`src/verilog/srbs_pkg.sv`:
```
// Constants, register map and carrier types for the receive buffer block
package srbs_pkg;

  // Register byte offsets
  localparam logic [7:0] OFF_RX_BUF     = 8'h00;
  localparam logic [7:0] OFF_FLAGS      = 8'h04;
  localparam logic [7:0] OFF_TX_DATA    = 8'h08;
  localparam logic [7:0] OFF_IRQ_STATUS = 8'h0C;
  localparam logic [7:0] OFF_IRQ_CLEAR  = 8'h10;
  localparam logic [7:0] OFF_IRQ_ENABLE = 8'h14;

  // Receive buffer register fields
  localparam int BIT_RX_EMPTY = 31;
  localparam int BIT_RX_OVR   = 30;
  localparam int BIT_TX_FULL  = 29;
  localparam int ERR_LSB      = 24;
  localparam int WORD_W       = 16;
  localparam int ERR_W        = 5;

  // Flag register fields
  localparam int FLG_RX_INT = 0;
  localparam int FLG_RX_OVR = 1;
  localparam int FLG_TX_FUL = 2;

  // Interrupt event bits
  localparam int EV_RX_DATA = 0;
  localparam int EV_RX_ERR  = 1;
  localparam int EV_RX_OVR  = 2;
  localparam int EV_TX_ROOM = 3;
  localparam int EV_W       = 4;

  // Values after reset
  localparam logic            RST_RX_EMPTY = 1'b1;
  localparam logic [EV_W-1:0] RST_IRQ_EN   = 4'h0;

  // Per-word error status, ordered as bits 28 down to 24
  typedef struct packed {
    logic bit_mismatch_flag;
    logic desync_flag;
    logic parity_fault_flag;
    logic timeout_flag;
    logic length_fault_flag;
  } srbs_err_t;

  // One received word with its status
  typedef struct packed {
    srbs_err_t         err;
    logic [WORD_W-1:0] word;
  } srbs_entry_t;

  // Whole block state
  typedef struct packed {
    srbs_entry_t       vis;
    logic              rx_empty_flag;
    srbs_entry_t       hold;
    logic              hold_full;
    logic              rx_overrun_flag;
    logic              rx_interrupt_flag;
    logic              tx_full_flag;
    logic [WORD_W-1:0] tx_holding_buffer;
    logic              tx_start;
    logic [WORD_W-1:0] tx_word;
    logic [EV_W-1:0]   irq_status;
    logic [EV_W-1:0]   irq_enable;
    logic              ack;
    logic [31:0]       rdata;
    logic              slverr;
  } srbs_state_t;

endpackage : srbs_pkg

```
`src/verilog/srbs_receive_buffer.sv`:
```
// Two-stage receive buffer with status flags, transmit-full tracking and APB access
//
// Contract
// RULE1 - Host read of the buffer register sets the receive-empty flag (bit 31).
// RULE2 - Completed transfer fills the visible register and clears receive-empty.
// RULE3 - Write-one clear of receive-interrupt flag also sets receive-empty.
// RULE4 - Reading the buffer register clears the receive-interrupt flag.
// RULE5 - Overrun flag (bit 30) sets when a word lands in a full holding buffer.
// RULE6 - Overruns land in the holding buffer; the visible word stays until read.
// RULE7 - Reading the buffer register leaves the overrun flag unchanged.
// RULE8 - Each buffer read moves a full holding buffer into the visible register.
// RULE9 - Error during receive with both stages full also sets the overrun flag.
// RULE10 - Bit-mismatch and desync flags clear when the buffer register is read.
// RULE11 - Transmit-full sets on a write while shift register busy, clears on load.
// RULE12 - Reserved bits read zero; writes to the buffer register change nothing.
// RULE13 - Error flags travel with their word through both buffer stages.
//
// Implementation choices: the placing of the registers and the APB slave port.
`timescale 1ns/100ps
module srbs_receive_buffer (
  // Clock and reset
  input  wire logic                            pclk,
  input  wire logic                            presetn,
  // APB slave
  input  wire logic                            psel,
  input  wire logic                            penable,
  input  wire logic                            pwrite,
  input  wire logic [7:0]                      paddr,
  input  wire logic [31:0]                     pwdata,
  output logic      [31:0]                     prdata,
  output logic                                 pready,
  output logic                                 pslverr,
  // From the shift engine, receive side
  input  wire logic                            rx_done,
  input  wire logic [srbs_pkg::WORD_W-1:0]     rx_word,
  input  wire srbs_pkg::srbs_err_t             rx_err,
  input  wire logic                            rx_busy,
  input  wire logic                            rx_err_event,
  // To and from the shift engine, transmit side
  input  wire logic                            shift_busy,
  output logic                                 tx_start,
  output logic      [srbs_pkg::WORD_W-1:0]     tx_word,
  // Interrupt
  output logic                                 irq
);

  srbs_pkg::srbs_state_t s_q;
  srbs_pkg::srbs_state_t s_d;

  logic                      access;
  logic                      wr;
  logic                      rd;
  logic                      sel_buf;
  logic                      sel_flg;
  logic                      sel_tx;
  logic                      sel_sts;
  logic                      sel_clr;
  logic                      sel_en;
  logic                      mapped;
  logic [31:0]               buf_view;
  logic [31:0]               flg_view;
  logic [srbs_pkg::EV_W-1:0] ev;
  logic [srbs_pkg::EV_W-1:0] irq_pend;

  // Effects land on the first access cycle; pready follows one cycle later
  assign access  = psel & penable & ~s_q.ack;
  assign wr      = access & pwrite;
  assign rd      = access & ~pwrite;
  assign sel_buf = paddr == srbs_pkg::OFF_RX_BUF;
  assign sel_flg = paddr == srbs_pkg::OFF_FLAGS;
  assign sel_tx  = paddr == srbs_pkg::OFF_TX_DATA;
  assign sel_sts = paddr == srbs_pkg::OFF_IRQ_STATUS;
  assign sel_clr = paddr == srbs_pkg::OFF_IRQ_CLEAR;
  assign sel_en  = paddr == srbs_pkg::OFF_IRQ_ENABLE;
  assign mapped  = sel_buf | sel_flg | sel_tx | sel_sts | sel_clr | sel_en;

  always_comb
  begin
    buf_view = 32'h0000_0000; // RULE12
    buf_view[srbs_pkg::BIT_RX_EMPTY] = s_q.rx_empty_flag;
    buf_view[srbs_pkg::BIT_RX_OVR]   = s_q.rx_overrun_flag;
    buf_view[srbs_pkg::BIT_TX_FULL]  = s_q.tx_full_flag;
    buf_view[srbs_pkg::ERR_LSB +: srbs_pkg::ERR_W] = s_q.vis.err;
    buf_view[srbs_pkg::WORD_W-1:0] = s_q.vis.word;
    flg_view = 32'h0000_0000;
    flg_view[srbs_pkg::FLG_RX_INT] = s_q.rx_interrupt_flag;
    flg_view[srbs_pkg::FLG_RX_OVR] = s_q.rx_overrun_flag;
    flg_view[srbs_pkg::FLG_TX_FUL] = s_q.tx_full_flag;
  end

  always_comb
  begin
    s_d          = s_q;
    ev           = '0;
    s_d.tx_start = 1'b0;
    s_d.ack      = access;

    // Host read of the buffer register
    if (rd && sel_buf)
    begin
      s_d.rx_empty_flag         = 1'b1; // RULE1
      s_d.rx_interrupt_flag     = 1'b0; // RULE4
      s_d.vis.err.bit_mismatch_flag = 1'b0; // RULE10
      s_d.vis.err.desync_flag   = 1'b0; // RULE10
      if (s_q.hold_full)
      begin
        s_d.vis               = s_q.hold; // RULE8 RULE13
        s_d.hold_full         = 1'b0;
        s_d.rx_empty_flag     = 1'b0;
        s_d.rx_interrupt_flag = 1'b1;
        ev[srbs_pkg::EV_RX_DATA] = 1'b1;
      end
    end

    // Flag register: write one to clear
    if (wr && sel_flg)
    begin
      if (pwdata[srbs_pkg::FLG_RX_INT])
      begin
        s_d.rx_interrupt_flag = 1'b0;
        s_d.rx_empty_flag     = 1'b1; // RULE3
      end
      if (pwdata[srbs_pkg::FLG_RX_OVR])
        s_d.rx_overrun_flag = 1'b0;
    end

    // Interrupt enable and clear
    if (wr && sel_en)
      s_d.irq_enable = pwdata[srbs_pkg::EV_W-1:0];
    if (wr && sel_clr)
      s_d.irq_status = s_d.irq_status & ~pwdata[srbs_pkg::EV_W-1:0];

    // Completed transfer; handled after the clears so a same-cycle event wins
    if (rx_done)
    begin
      if (s_d.rx_empty_flag && !s_d.hold_full)
      begin
        s_d.vis.word          = rx_word; // RULE2
        s_d.vis.err           = rx_err; // RULE13
        s_d.rx_empty_flag     = 1'b0; // RULE2
        s_d.rx_interrupt_flag = 1'b1;
      end
      else
      begin
        // Visible word is never overwritten while the receive-empty flag is clear
        if (s_d.hold_full)
        begin
          s_d.rx_overrun_flag = 1'b1; // RULE5
          ev[srbs_pkg::EV_RX_OVR] = 1'b1;
        end
        s_d.hold.word = rx_word; // RULE6
        s_d.hold.err  = rx_err; // RULE13
        s_d.hold_full = 1'b1;
      end
      ev[srbs_pkg::EV_RX_DATA] = 1'b1;
      ev[srbs_pkg::EV_RX_ERR]  = |rx_err;
    end

    // Status of a further word is about to be lost
    if (rx_err_event && rx_busy && !s_d.rx_empty_flag && s_d.hold_full)
    begin
      s_d.rx_overrun_flag = 1'b1; // RULE9
      ev[srbs_pkg::EV_RX_OVR] = 1'b1;
    end

    // Transmit side; a buffered word waits for the shift register to free up
    if (s_q.tx_full_flag && !shift_busy)
    begin
      s_d.tx_start     = 1'b1;
      s_d.tx_word      = s_q.tx_holding_buffer;
      s_d.tx_full_flag = 1'b0; // RULE11
      ev[srbs_pkg::EV_TX_ROOM] = 1'b1;
    end
    if (wr && sel_tx)
    begin
      if (shift_busy || s_q.tx_full_flag)
      begin
        // A write over a full buffer replaces the waiting word
        s_d.tx_holding_buffer = pwdata[srbs_pkg::WORD_W-1:0];
        s_d.tx_full_flag      = 1'b1; // RULE11
      end
      else
      begin
        s_d.tx_start = 1'b1;
        s_d.tx_word  = pwdata[srbs_pkg::WORD_W-1:0];
      end
    end

    // Sticky interrupt status; set wins over clear
    s_d.irq_status = s_d.irq_status | ev;

    // Read data captured on the access edge, before this cycle's effects
    s_d.rdata  = 32'h0000_0000;
    s_d.slverr = access & ~mapped;
    if (rd)
    begin
      if (sel_buf)
        s_d.rdata = buf_view;
      else if (sel_flg)
        s_d.rdata = flg_view;
      else if (sel_sts)
        s_d.rdata[srbs_pkg::EV_W-1:0] = s_q.irq_status;
      else if (sel_en)
        s_d.rdata[srbs_pkg::EV_W-1:0] = s_q.irq_enable;
    end
  end

  always_ff @(posedge pclk or negedge presetn)
  begin
    if (!presetn)
    begin
      s_q               <= '0;
      s_q.rx_empty_flag <= srbs_pkg::RST_RX_EMPTY;
      s_q.irq_enable    <= srbs_pkg::RST_IRQ_EN;
    end
    else
      s_q <= s_d;
  end

  assign prdata   = s_q.rdata;
  assign pready   = s_q.ack;
  assign pslverr  = s_q.ack & s_q.slverr;
  assign tx_start = s_q.tx_start;
  assign tx_word  = s_q.tx_word;
  // Per-event gate so each source can be masked alone
  for (genvar g = 0; g < srbs_pkg::EV_W; g++)
  begin : g_irq
    assign irq_pend[g] = s_q.irq_status[g] & s_q.irq_enable[g];
  end

  // Level interrupt, high while any enabled sticky bit is set
  assign irq      = |irq_pend;

endmodule : srbs_receive_buffer
```
`config.mk`:
```
export PLATFORM = sky130hd
export DESIGN_NAME = srbs_receive_buffer
export DESIGN_NICKNAME = d
export VERILOG_FILES = /design/src/verilog/srbs_pkg.sv /design/src/verilog/srbs_receive_buffer.sv
export SDC_FILE = /design/constraint.sdc
export NUM_CORES = 1
export LEC_CHECK = 0
export ABC_AREA = 1
export BUFFER_PORTS_ARGS = -buffer_cell sky130_fd_sc_hd__buf_2
export CORE_MARGIN = 5
export CORE_UTILIZATION = 54
export DETAILED_ROUTE_END_ITERATION = 7
export PLACE_DENSITY = 0.9
export SKIP_CTS_REPAIR_TIMING = 1
export SYNTH_ARGS = -nofsm -noshare
export SYNTH_HDL_FRONTEND = slang
export SYNTH_SLANG_ARGS = --single-unit
```
`constraint.sdc`:
```
create_clock -name pclk -period 2.05 [get_ports pclk]
set_input_delay 0.1025 -clock pclk [delete_from_list [all_inputs] [get_ports pclk]]
set_output_delay 0.1025 -clock pclk [all_outputs]
set_load 0.05 [all_outputs]
```
==> results of run 1 <==
[placed cells by master (no fill, tap or decap), types with 3 or more instances in the layout]
master         Yosys  routed
nand2_2            2       3
clkbuf_8           0       4
nor2_4             2       3
dfrtp_1          113     113
nor2_2             7       6
mux2_2             4       4
a21oi_1            4       4
clkinv_2           0       3
clkbuf_16          0      16
clkinvlp_4         0       4
o21ai_0           56      56
buf_2             11      96
nand2_1          154     153
o21ai_1           10      10
nor2_1            27      27
nand4_1            4       4
nand3_1           70      70
dlygate4sd3_1      0      43
buf_4             54      13
nor4_1             3       3
o21ai_2            3       3
inv_1             61      61
mux2i_1           12      12
conb_1             1       8
[area by class of cell]
cell class,count,area [µm²],share of cell area
Clock buffer,20,455.4,0.06723
Tap cell,133,166.4,0.02457
Clock inverter,12,131.4,0.01939
Sequential cell,114,2854,0.4213
Antenna cell,1,2.502,0.0003694
Timing Repair Buffer,154,1040,0.1535
Multi-Input combinational cell,379,1892,0.2793
Inverter,62,232.7,0.03436
[layer usage]
metal | part of all wire | vias to the layer above
li1 | - | 2143
met1 | 0.36 | 2342
met2 | 0.49 | 357
met3 | 0.094 | 94
met4 | 0.056 | 0
met5 | 0 | -
[worst max-delay path, delay by kind of cell, from the launching register on]
kind                   cells  cell delay (ns)
and+or+nand+nor            8             1.23
DFF                        1             0.39
buffers and inverters      2             0.29
[registers in the layout, indices dropped and copies added (netlist names)]
| name | count |
|---|---|
| flg_view | 1 |
| tx_start | 1 |
| buf_view | 24 |
| s_q | 47 |
| tx_word | 16 |
| pready | 1 |
| prdata | 24 |
[kinds of logic after synthesis]
family | share of synthesized area
mux | 0.03039
flops | 0.5252
other cells | 0.0006901
compound gates | 0.07553
simple gates | 0.2303
buf+inv | 0.1379
[power by group]
group	internal, mW	switching [mW]	total, mW
Sequential	2.30	0.0311	2.33
Clock	1.82	1.06	2.88
Combinational	0.145	0.248	0.393
Total	4.27	1.34	5.61
[stage by stage]
step | setup WS [ns] | util | instances | cell area (µm²)
after floorplan | 0.2471 | - | 628 | 5460
after global placement | 0.1267 | 0.5847 | 798 | 5715
after detailed placement | 0.02212 | 0.5847 | 798 | 5715
after CTS | 0.001169 | 0.6448 | 830 | 6302
after global routing | -0.04643 | 0.6928 | 874 | 6771
final | 0.04004 | 0.6930 | 875 | 6774
[how the worst min path moves through the flow]
| stage | end | startpoint | slack, ns |
|---|---|---|---|
| after floorplan | buf_view[0] | presetn | -0.19 |
| after global placement | pready | presetn | -0.09 |
| after detailed placement | pready | presetn | -0.09 |
| after CTS | pready | presetn | -0.63 |
| after global routing | buf_view[30] | rx_busy | 0.04 |
| final | buf_view[30] | rx_busy | -0.004 |
==> results_tabular.tex, run 1 <==
\begin{tabular}{lr}
\hline
Metric & Value \\
\hline
\multicolumn{2}{l}{\textbf{Hold path}} \\
Classification of the worst-slack hold path & input pin to register \\
WHS Path Cells & 5 \\
\multicolumn{2}{l}{\textbf{Global routing}} \\
Maximum number of pins on one net before global-route repair & 66 \\
Global-route congestion overflow total & 0 \\
Global-route wire length before repair & 21.00 mm \\
Global-route track usage on met2 & 0.3804 \\
Total Routing Usage GR & 0.2256 \\
Met3 routing resource usage after global routing & 0.05766 \\
Vias in the first global route & 4,524 \\
Antenna violations before repair & 0 \\
Most heavily used metal layer in global routing & met2 \\
Met1 usage & 0.2610 \\
\multicolumn{2}{l}{\textbf{Clocking}} \\
Clock tree from TritonCTS & built \\
Total clock buffers created by CTS & 17 \\
Worst-case clock buffer depth & 2 \\
Clock slew at the register clock pins of the worst setup and hold paths & 0.06 ns \\
\# clock sinks & 114 \\
Clock insertion delay at the later pin of the skew report & 0.53 ns \\
Number of H-tree branching levels & 4 \\
Root buffer cell & clkbuf\_8 \\
\multicolumn{2}{l}{\textbf{Setup path}} \\
CP endpoint kind & register \\
CP Capture Point & s\_q[99] \\
WP data required & 2.51 ns \\
Stage delay of the slowest cell on the critical path & 0.39 ns \\
Critical Path Source & pready \\
Most frequent cell on the critical path & nand2\_1 \\
Critical-path cell list & inv\_1 > nand3\_2 > nor2\_4 > nand2\_4 > nand2\_2 > nand3\_4 > nand2\_1 > buf\_6 > nand3\_1 > nand2\_1 \\
Critical register-to-register path startpoint & pready \\
Register-to-register setup slack & about 0.040 ns \\
Slowest cell on the critical path & dfrtp\_1 \\
Critical setup path kind & register to register \\
End of the worst register-to-register path & s\_q[99] \\
Startpoint type of the worst setup path & register \\
Register-to-Register Path Depth & 10 \\
Highest net fanout along the worst path & 21 \\
Data arrival time at the worst-slack endpoint & 2.47 ns \\
\multicolumn{2}{l}{\textbf{Route}} \\
Routed wire length & roughly 16 mm \\
Routed length per instance & 17.98 µm \\
DRC viols & 0 \\
Length of the first detailed-routing pass in iterations & 6 \\
Antenna violation net count after detailed routing & 0 \\
Average via count per standard cell & around 5.6 \\
Violation count after the first detailed-routing iteration & 704 \\
Total number of vias & 4,936 \\
\multicolumn{2}{l}{\textbf{Yosys}} \\
Async set or reset register ratio after synthesis & 1.000 \\
Yosys top cell area share & 0.5204 \\
Avg Inst Size Synth & 8.750 µm² \\
Cell with the most instances after synthesis & nand2\_1 \\
Prevailing post-synth register cell & dfrtp\_1 \\
Synth unique cells & 31 \\
Synthesis Warnings & 0 \\
Proportion of synthesized chip area in sequential cells & 0.5252 \\
Most common library cells after synthesis & nand2\_1, dfrtp\_1, nand3\_1, inv\_1, o21ai\_0 \\
Biggest area contributors in the synthesized netlist & dfrtp\_1, nand2\_1, buf\_4, nand3\_1, o21ai\_0 \\
Post-synthesis cell type with the largest combined area & dfrtp\_1 \\
Number of synthesized flops with an enable pin & 0 \\
Gate count after technology mapping & around 620 \\
Post-synthesis instance area & approximately 5400 µm² \\
Number of flip-flops and latches in the synthesized netlist & 114 \\
\multicolumn{2}{l}{\textbf{Pwr}} \\
Leak & 3.769 nW \\
Power density cells & 828.0 nW/µm² \\
Post-route total power & 5.609 mW \\
Worst supply voltage drop on vdd & roughly 0.43 mV \\
\multicolumn{2}{l}{\textbf{STA}} \\
Worst hold-check slack & -0.003956 ns \\
Slew of the pin with the lowest slew margin & 0.6941 ns \\
Post-route minimum period & $\sim$2 ns \\
Clk\_skew & roughly 0.007 ns \\
Final cycle utilization of the critical path & 0.9805 \\
Slew headroom & 0.5369 \\
Max frequency & 0.4975 GHz \\
Final setup viols & 0 \\
Number of failing hold endpoints at the final stage & 1 \\
Number of max-slew violations in the final report & 0 \\
Aggregate negative setup slack & 0 ns \\
\multicolumn{2}{l}{\textbf{Floorplan}} \\
Number of placement rows & 36 \\
Full die area & around 12,000 µm² \\
X dimension of the die & 110.3 µm \\
Total core area & 9774 µm² \\
Starting density of the core & 0.5559 \\
\# IOs & 122 \\
Die span in y & 110.3 µm \\
\multicolumn{2}{l}{\textbf{Final layout}} \\
Layout overhead on the synthesized area & 24.66\% \\
Fraction of layout cells with a size suffix above 1 & 0.2335 \\
Fill cells & 630 \\
Final \#Nets & 798 \\
\multicolumn{2}{l}{\textbf{Status}} \\
Failing checks & negative hold slack \\
Outcome & finished with violations \\
\multicolumn{2}{l}{\textbf{Place}} \\
Placed wire-length estimate & 8.291 mm \\
Gpl congestion & 0.8731 \\
Count of input and output buffers & 97 \\
\multicolumn{2}{l}{\textbf{Job}} \\
Number of maximum-capacitance violations & 0 \\
\hline
\end{tabular}
Note: power is estimated with default switching activity, not from simulation.
==> inputs of run 2 (changes only) <==
--- a/config.mk
+++ b/config.mk
@@ -11,7 +11,9 @@
 export CORE_UTILIZATION = 54
 export DETAILED_ROUTE_END_ITERATION = 7
 export PLACE_DENSITY = 0.9
+export SETUP_SLACK_MARGIN = 0.2
 export SKIP_CTS_REPAIR_TIMING = 1
+export SKIP_LAST_GASP = 1
 export SYNTH_ARGS = -nofsm -noshare
 export SYNTH_HDL_FRONTEND = slang
 export SYNTH_SLANG_ARGS = --single-unit
==> constraint.sdc (replaced) <==
create_clock -name pclk -period 2.05 [get_ports pclk]
set_input_delay 0.41 -clock pclk [delete_from_list [all_inputs] [get_ports pclk]]
set_output_delay 0.41 -clock pclk [all_outputs]
set_load 0.05 [all_outputs]
==> results_tabular.tex, run 2 (synthesis gave the netlist of run 1 again) <==
\begin{tabular}{lr}
\hline
Metric & Value \\
\hline
\multicolumn{2}{l}{\textbf{Status}} \\
Outcome & finished clean \\
\multicolumn{2}{l}{\textbf{Final layout}} \\
Final \#Nets & 773 (-3.1\%) \\
Fill cells & 727 (+15\%) \\
Final Util & 0.6668 (-0.02624) \\
Leading cell type in the layout, fill and taps excluded & nand2\_1 \\
Final standard cell count with taps included and fillers excluded & 847 (-3.2\%) \\
Largest reg by FF count & s\_q \\
Layout overhead on the synthesized area & 19.94\% \\
Max reg flops & 47 (unchanged) \\
Number of antenna diodes & 0 (-1) \\
Fraction of layout cells with a size suffix above 1 & 0.2619 (+0.02844) \\
Commonest non-fill, non-tap cells in the layout & nand2\_1, dfrtp\_1, buf\_2, nand3\_1, inv\_1 \\
Area occupied by multi-input gates & 1926 µm² (+1.8\%) \\
Sequential cell area in the final layout & 2854 µm² (unchanged) \\
\multicolumn{2}{l}{\textbf{Place}} \\
Count of input and output buffers & 97 (unchanged) \\
Gpl congestion & 0.8680 (-0.58\%) \\
Placed wire-length estimate & 8.242 mm (-0.59\%) \\
Number of cells after detailed placement & 804 (+0.75\%) \\
Placement Setup Slack & -0.05495 ns (-0.07706 ns) \\
\multicolumn{2}{l}{\textbf{Setup path}} \\
Startpoint type of the worst setup path & register \\
Stage delay of the slowest cell on the critical path & 0.38 ns (about the same) \\
Slowest cell on the critical path & dfrtp\_1 \\
Data arrival time at the worst-slack endpoint & 2.22 ns (-0.25 ns) \\
WP data required & 2.47 ns (-0.04 ns) \\
CP endpoint kind & register \\
Highest net fanout along the worst path & 10 (-52\%) \\
Critical setup path kind & register to register \\
Critical-path cell list & inv\_1 > nand3\_4 > nor2\_4 > nand2\_4 > nand2\_4 > inv\_2 > nor2\_8 > buf\_4 > nand3b\_1 > nand2\_1 > inv\_1 \\
Crit path buffers/inverters & 4 (+2) \\
Critical path's top delay family & simple AND/OR/NAND/NOR gates \\
\multicolumn{2}{l}{\textbf{STA}} \\
Slew headroom & 0.6318 (+0.09490) \\
Max frequency & 0.5547 GHz (+11\%) \\
Slew of the pin with the lowest slew margin & 0.5523 ns (-0.1419 ns) \\
Aggregate negative setup slack & 0 ns (unchanged) \\
RSZ-0062 raised after global routing & true \\
Final cycle utilization of the critical path & 0.8794 (-0.1011) \\
Final setup viols & 0 (unchanged) \\
Post-route minimum period & 1.803 ns (-0.2072 ns) \\
Worst Slack Setup Final & 0.2472 ns (+0.2072 ns) \\
Clk\_skew & 0.007709 ns (+0.0006895 ns) \\
Worst hold-check slack & 0.1065 ns (+0.1104 ns) \\
Number of max-slew violations in the final report & 0 (unchanged) \\
Number of failing hold endpoints at the final stage & 0 (-1) \\
\multicolumn{2}{l}{\textbf{Global routing}} \\
Total Routing Usage GR & 0.2152 (-0.01037) \\
Global-route congestion overflow total & 0 (unchanged) \\
Maximum number of pins on one net before global-route repair & 44 (-33\%) \\
Vias in the first global route & 4,371 (-3.4\%) \\
Antenna violations before repair & 0 (unchanged) \\
Global-route wire length before repair & 20.02 mm (-4.7\%) \\
\multicolumn{2}{l}{\textbf{Clocking}} \\
Root buffer cell & clkbuf\_8 \\
Total clock buffers created by CTS & 17 (unchanged) \\
Clock slew at the register clock pins of the worst setup and hold paths & 0.06 ns (about the same) \\
Clock insertion delay at the later pin of the skew report & 0.52 ns (about the same) \\
Clock tree from TritonCTS & built \\
Worst-case clock buffer depth & 2 (unchanged) \\
\# clock sinks & 114 (unchanged) \\
Number of H-tree branching levels & 4 (unchanged) \\
\multicolumn{2}{l}{\textbf{Route}} \\
Violation count after the first detailed-routing iteration & 380 (-46\%) \\
DRC viols & 0 (unchanged) \\
Average via count per standard cell & 5.331 (-5.5\%) \\
Length of the first detailed-routing pass in iterations & 5 (-1) \\
Routed length per instance & 15.98 µm (-11\%) \\
Antenna violation net count after detailed routing & 0 (unchanged) \\
Total number of vias & 4,515 (-8.5\%) \\
Routed wire length & 13.53 mm (-14\%) \\
\multicolumn{2}{l}{\textbf{Floorplan}} \\
Total core area & 9774 µm² (unchanged) \\
Full die area & 12,170 µm² (unchanged) \\
Starting density of the core & 0.5559 (unchanged) \\
Die span in y & 110.3 µm (unchanged) \\
\# IOs & 122 (unchanged) \\
Number of placement rows & 36 (unchanged) \\
X dimension of the die & 110.3 µm (unchanged) \\
\multicolumn{2}{l}{\textbf{Job}} \\
Number of maximum-capacitance violations & 0 (unchanged) \\
\multicolumn{2}{l}{\textbf{Hold path}} \\
Classification of the worst-slack hold path & input pin to register \\
\multicolumn{2}{l}{\textbf{Pwr}} \\
Worst supply voltage drop on vdd & 0.4169 mV (-2.2\%) \\
Leak & 3.706 nW (-1.7\%) \\
Power density cells & 827.5 nW/µm² (about the same) \\
\hline
\end{tabular}
## run 2: changes by cell type in the layout (fill, tap and decap cells not counted), sizes merged
cell         previous run  this run
clkbuf                 20        25
inv                    63        62
buf                   111       127
nand2                 159       160
clkinv                  5         4
bufinv                  2         1
diode                   1         0
dlygate4sd3            43         1
clkinvlp                4         0
## run 2: worst paths after layout
check	endpoint	depth (start not counted)	slack [ns]	from
worst min register to register	prdata[2]	2	0.48	buf_view[2]
worst min-delay path	tx_word[13]	3	0.11	pwdata[13]
worst max register to register	buf_view[28]	11	0.25	pready
worst max-delay path	buf_view[28]	11	0.25	pready
min in group asynchronous	pready	2	0.42	presetn
max in group asynchronous	s_q[66]	3	0.96	presetn
## run 2: report_power, final
group          internal (mW)  switching, mW  leakage (nW)  total [mW]
logic                 0.0997          0.229          1.98       0.328
clock network           1.78          0.958         0.280        2.73
registers               2.30         0.0276          1.44        2.33
## run 2: worst register-to-register path: stages, from the launching register on
cell and delay [ns]:
dfrtp_1 0.38, inv_1 0.09, nand3_4 0.12, nor2_4 0.18, nand2_4 0.12, nand2_4 0.11, inv_2 0.08, nor2_8 0.25
buf_4 0.18, nand3b_1 0.08, nand2_1 0.07, inv_1 0.03
## run 2: area by class of cell
type | count | area share
clock buffers | 25 | 0.07737
clock inverters | 5 | 0.007679
inverters | 62 | 0.03571
multi-input cells | 380 | 0.2955
flip-flops and latches | 114 | 0.4379
well taps | 133 | 0.02553
repair buffers | 128 | 0.1204
## run 2: stage by stage
| step | total power [mW] | cell area (µm²) |
|---|---|---|
| floorplan | 2.532 | 5460 |
| global placement | 2.662 | 5798 |
| detailed placement | 2.678 | 5798 |
| CTS | 5.382 | 6352 |
| global route | 5.586 | 6518 |
| finish | 5.393 | 6518 |
## run 2: metal layers
layer / part of all wire / track usage
met4: 0.037 / 0.09850
met1: 0.39 / 0.2680
met2: 0.49 / 0.3566
met5: 0 / 0
met3: 0.076 / 0.05067
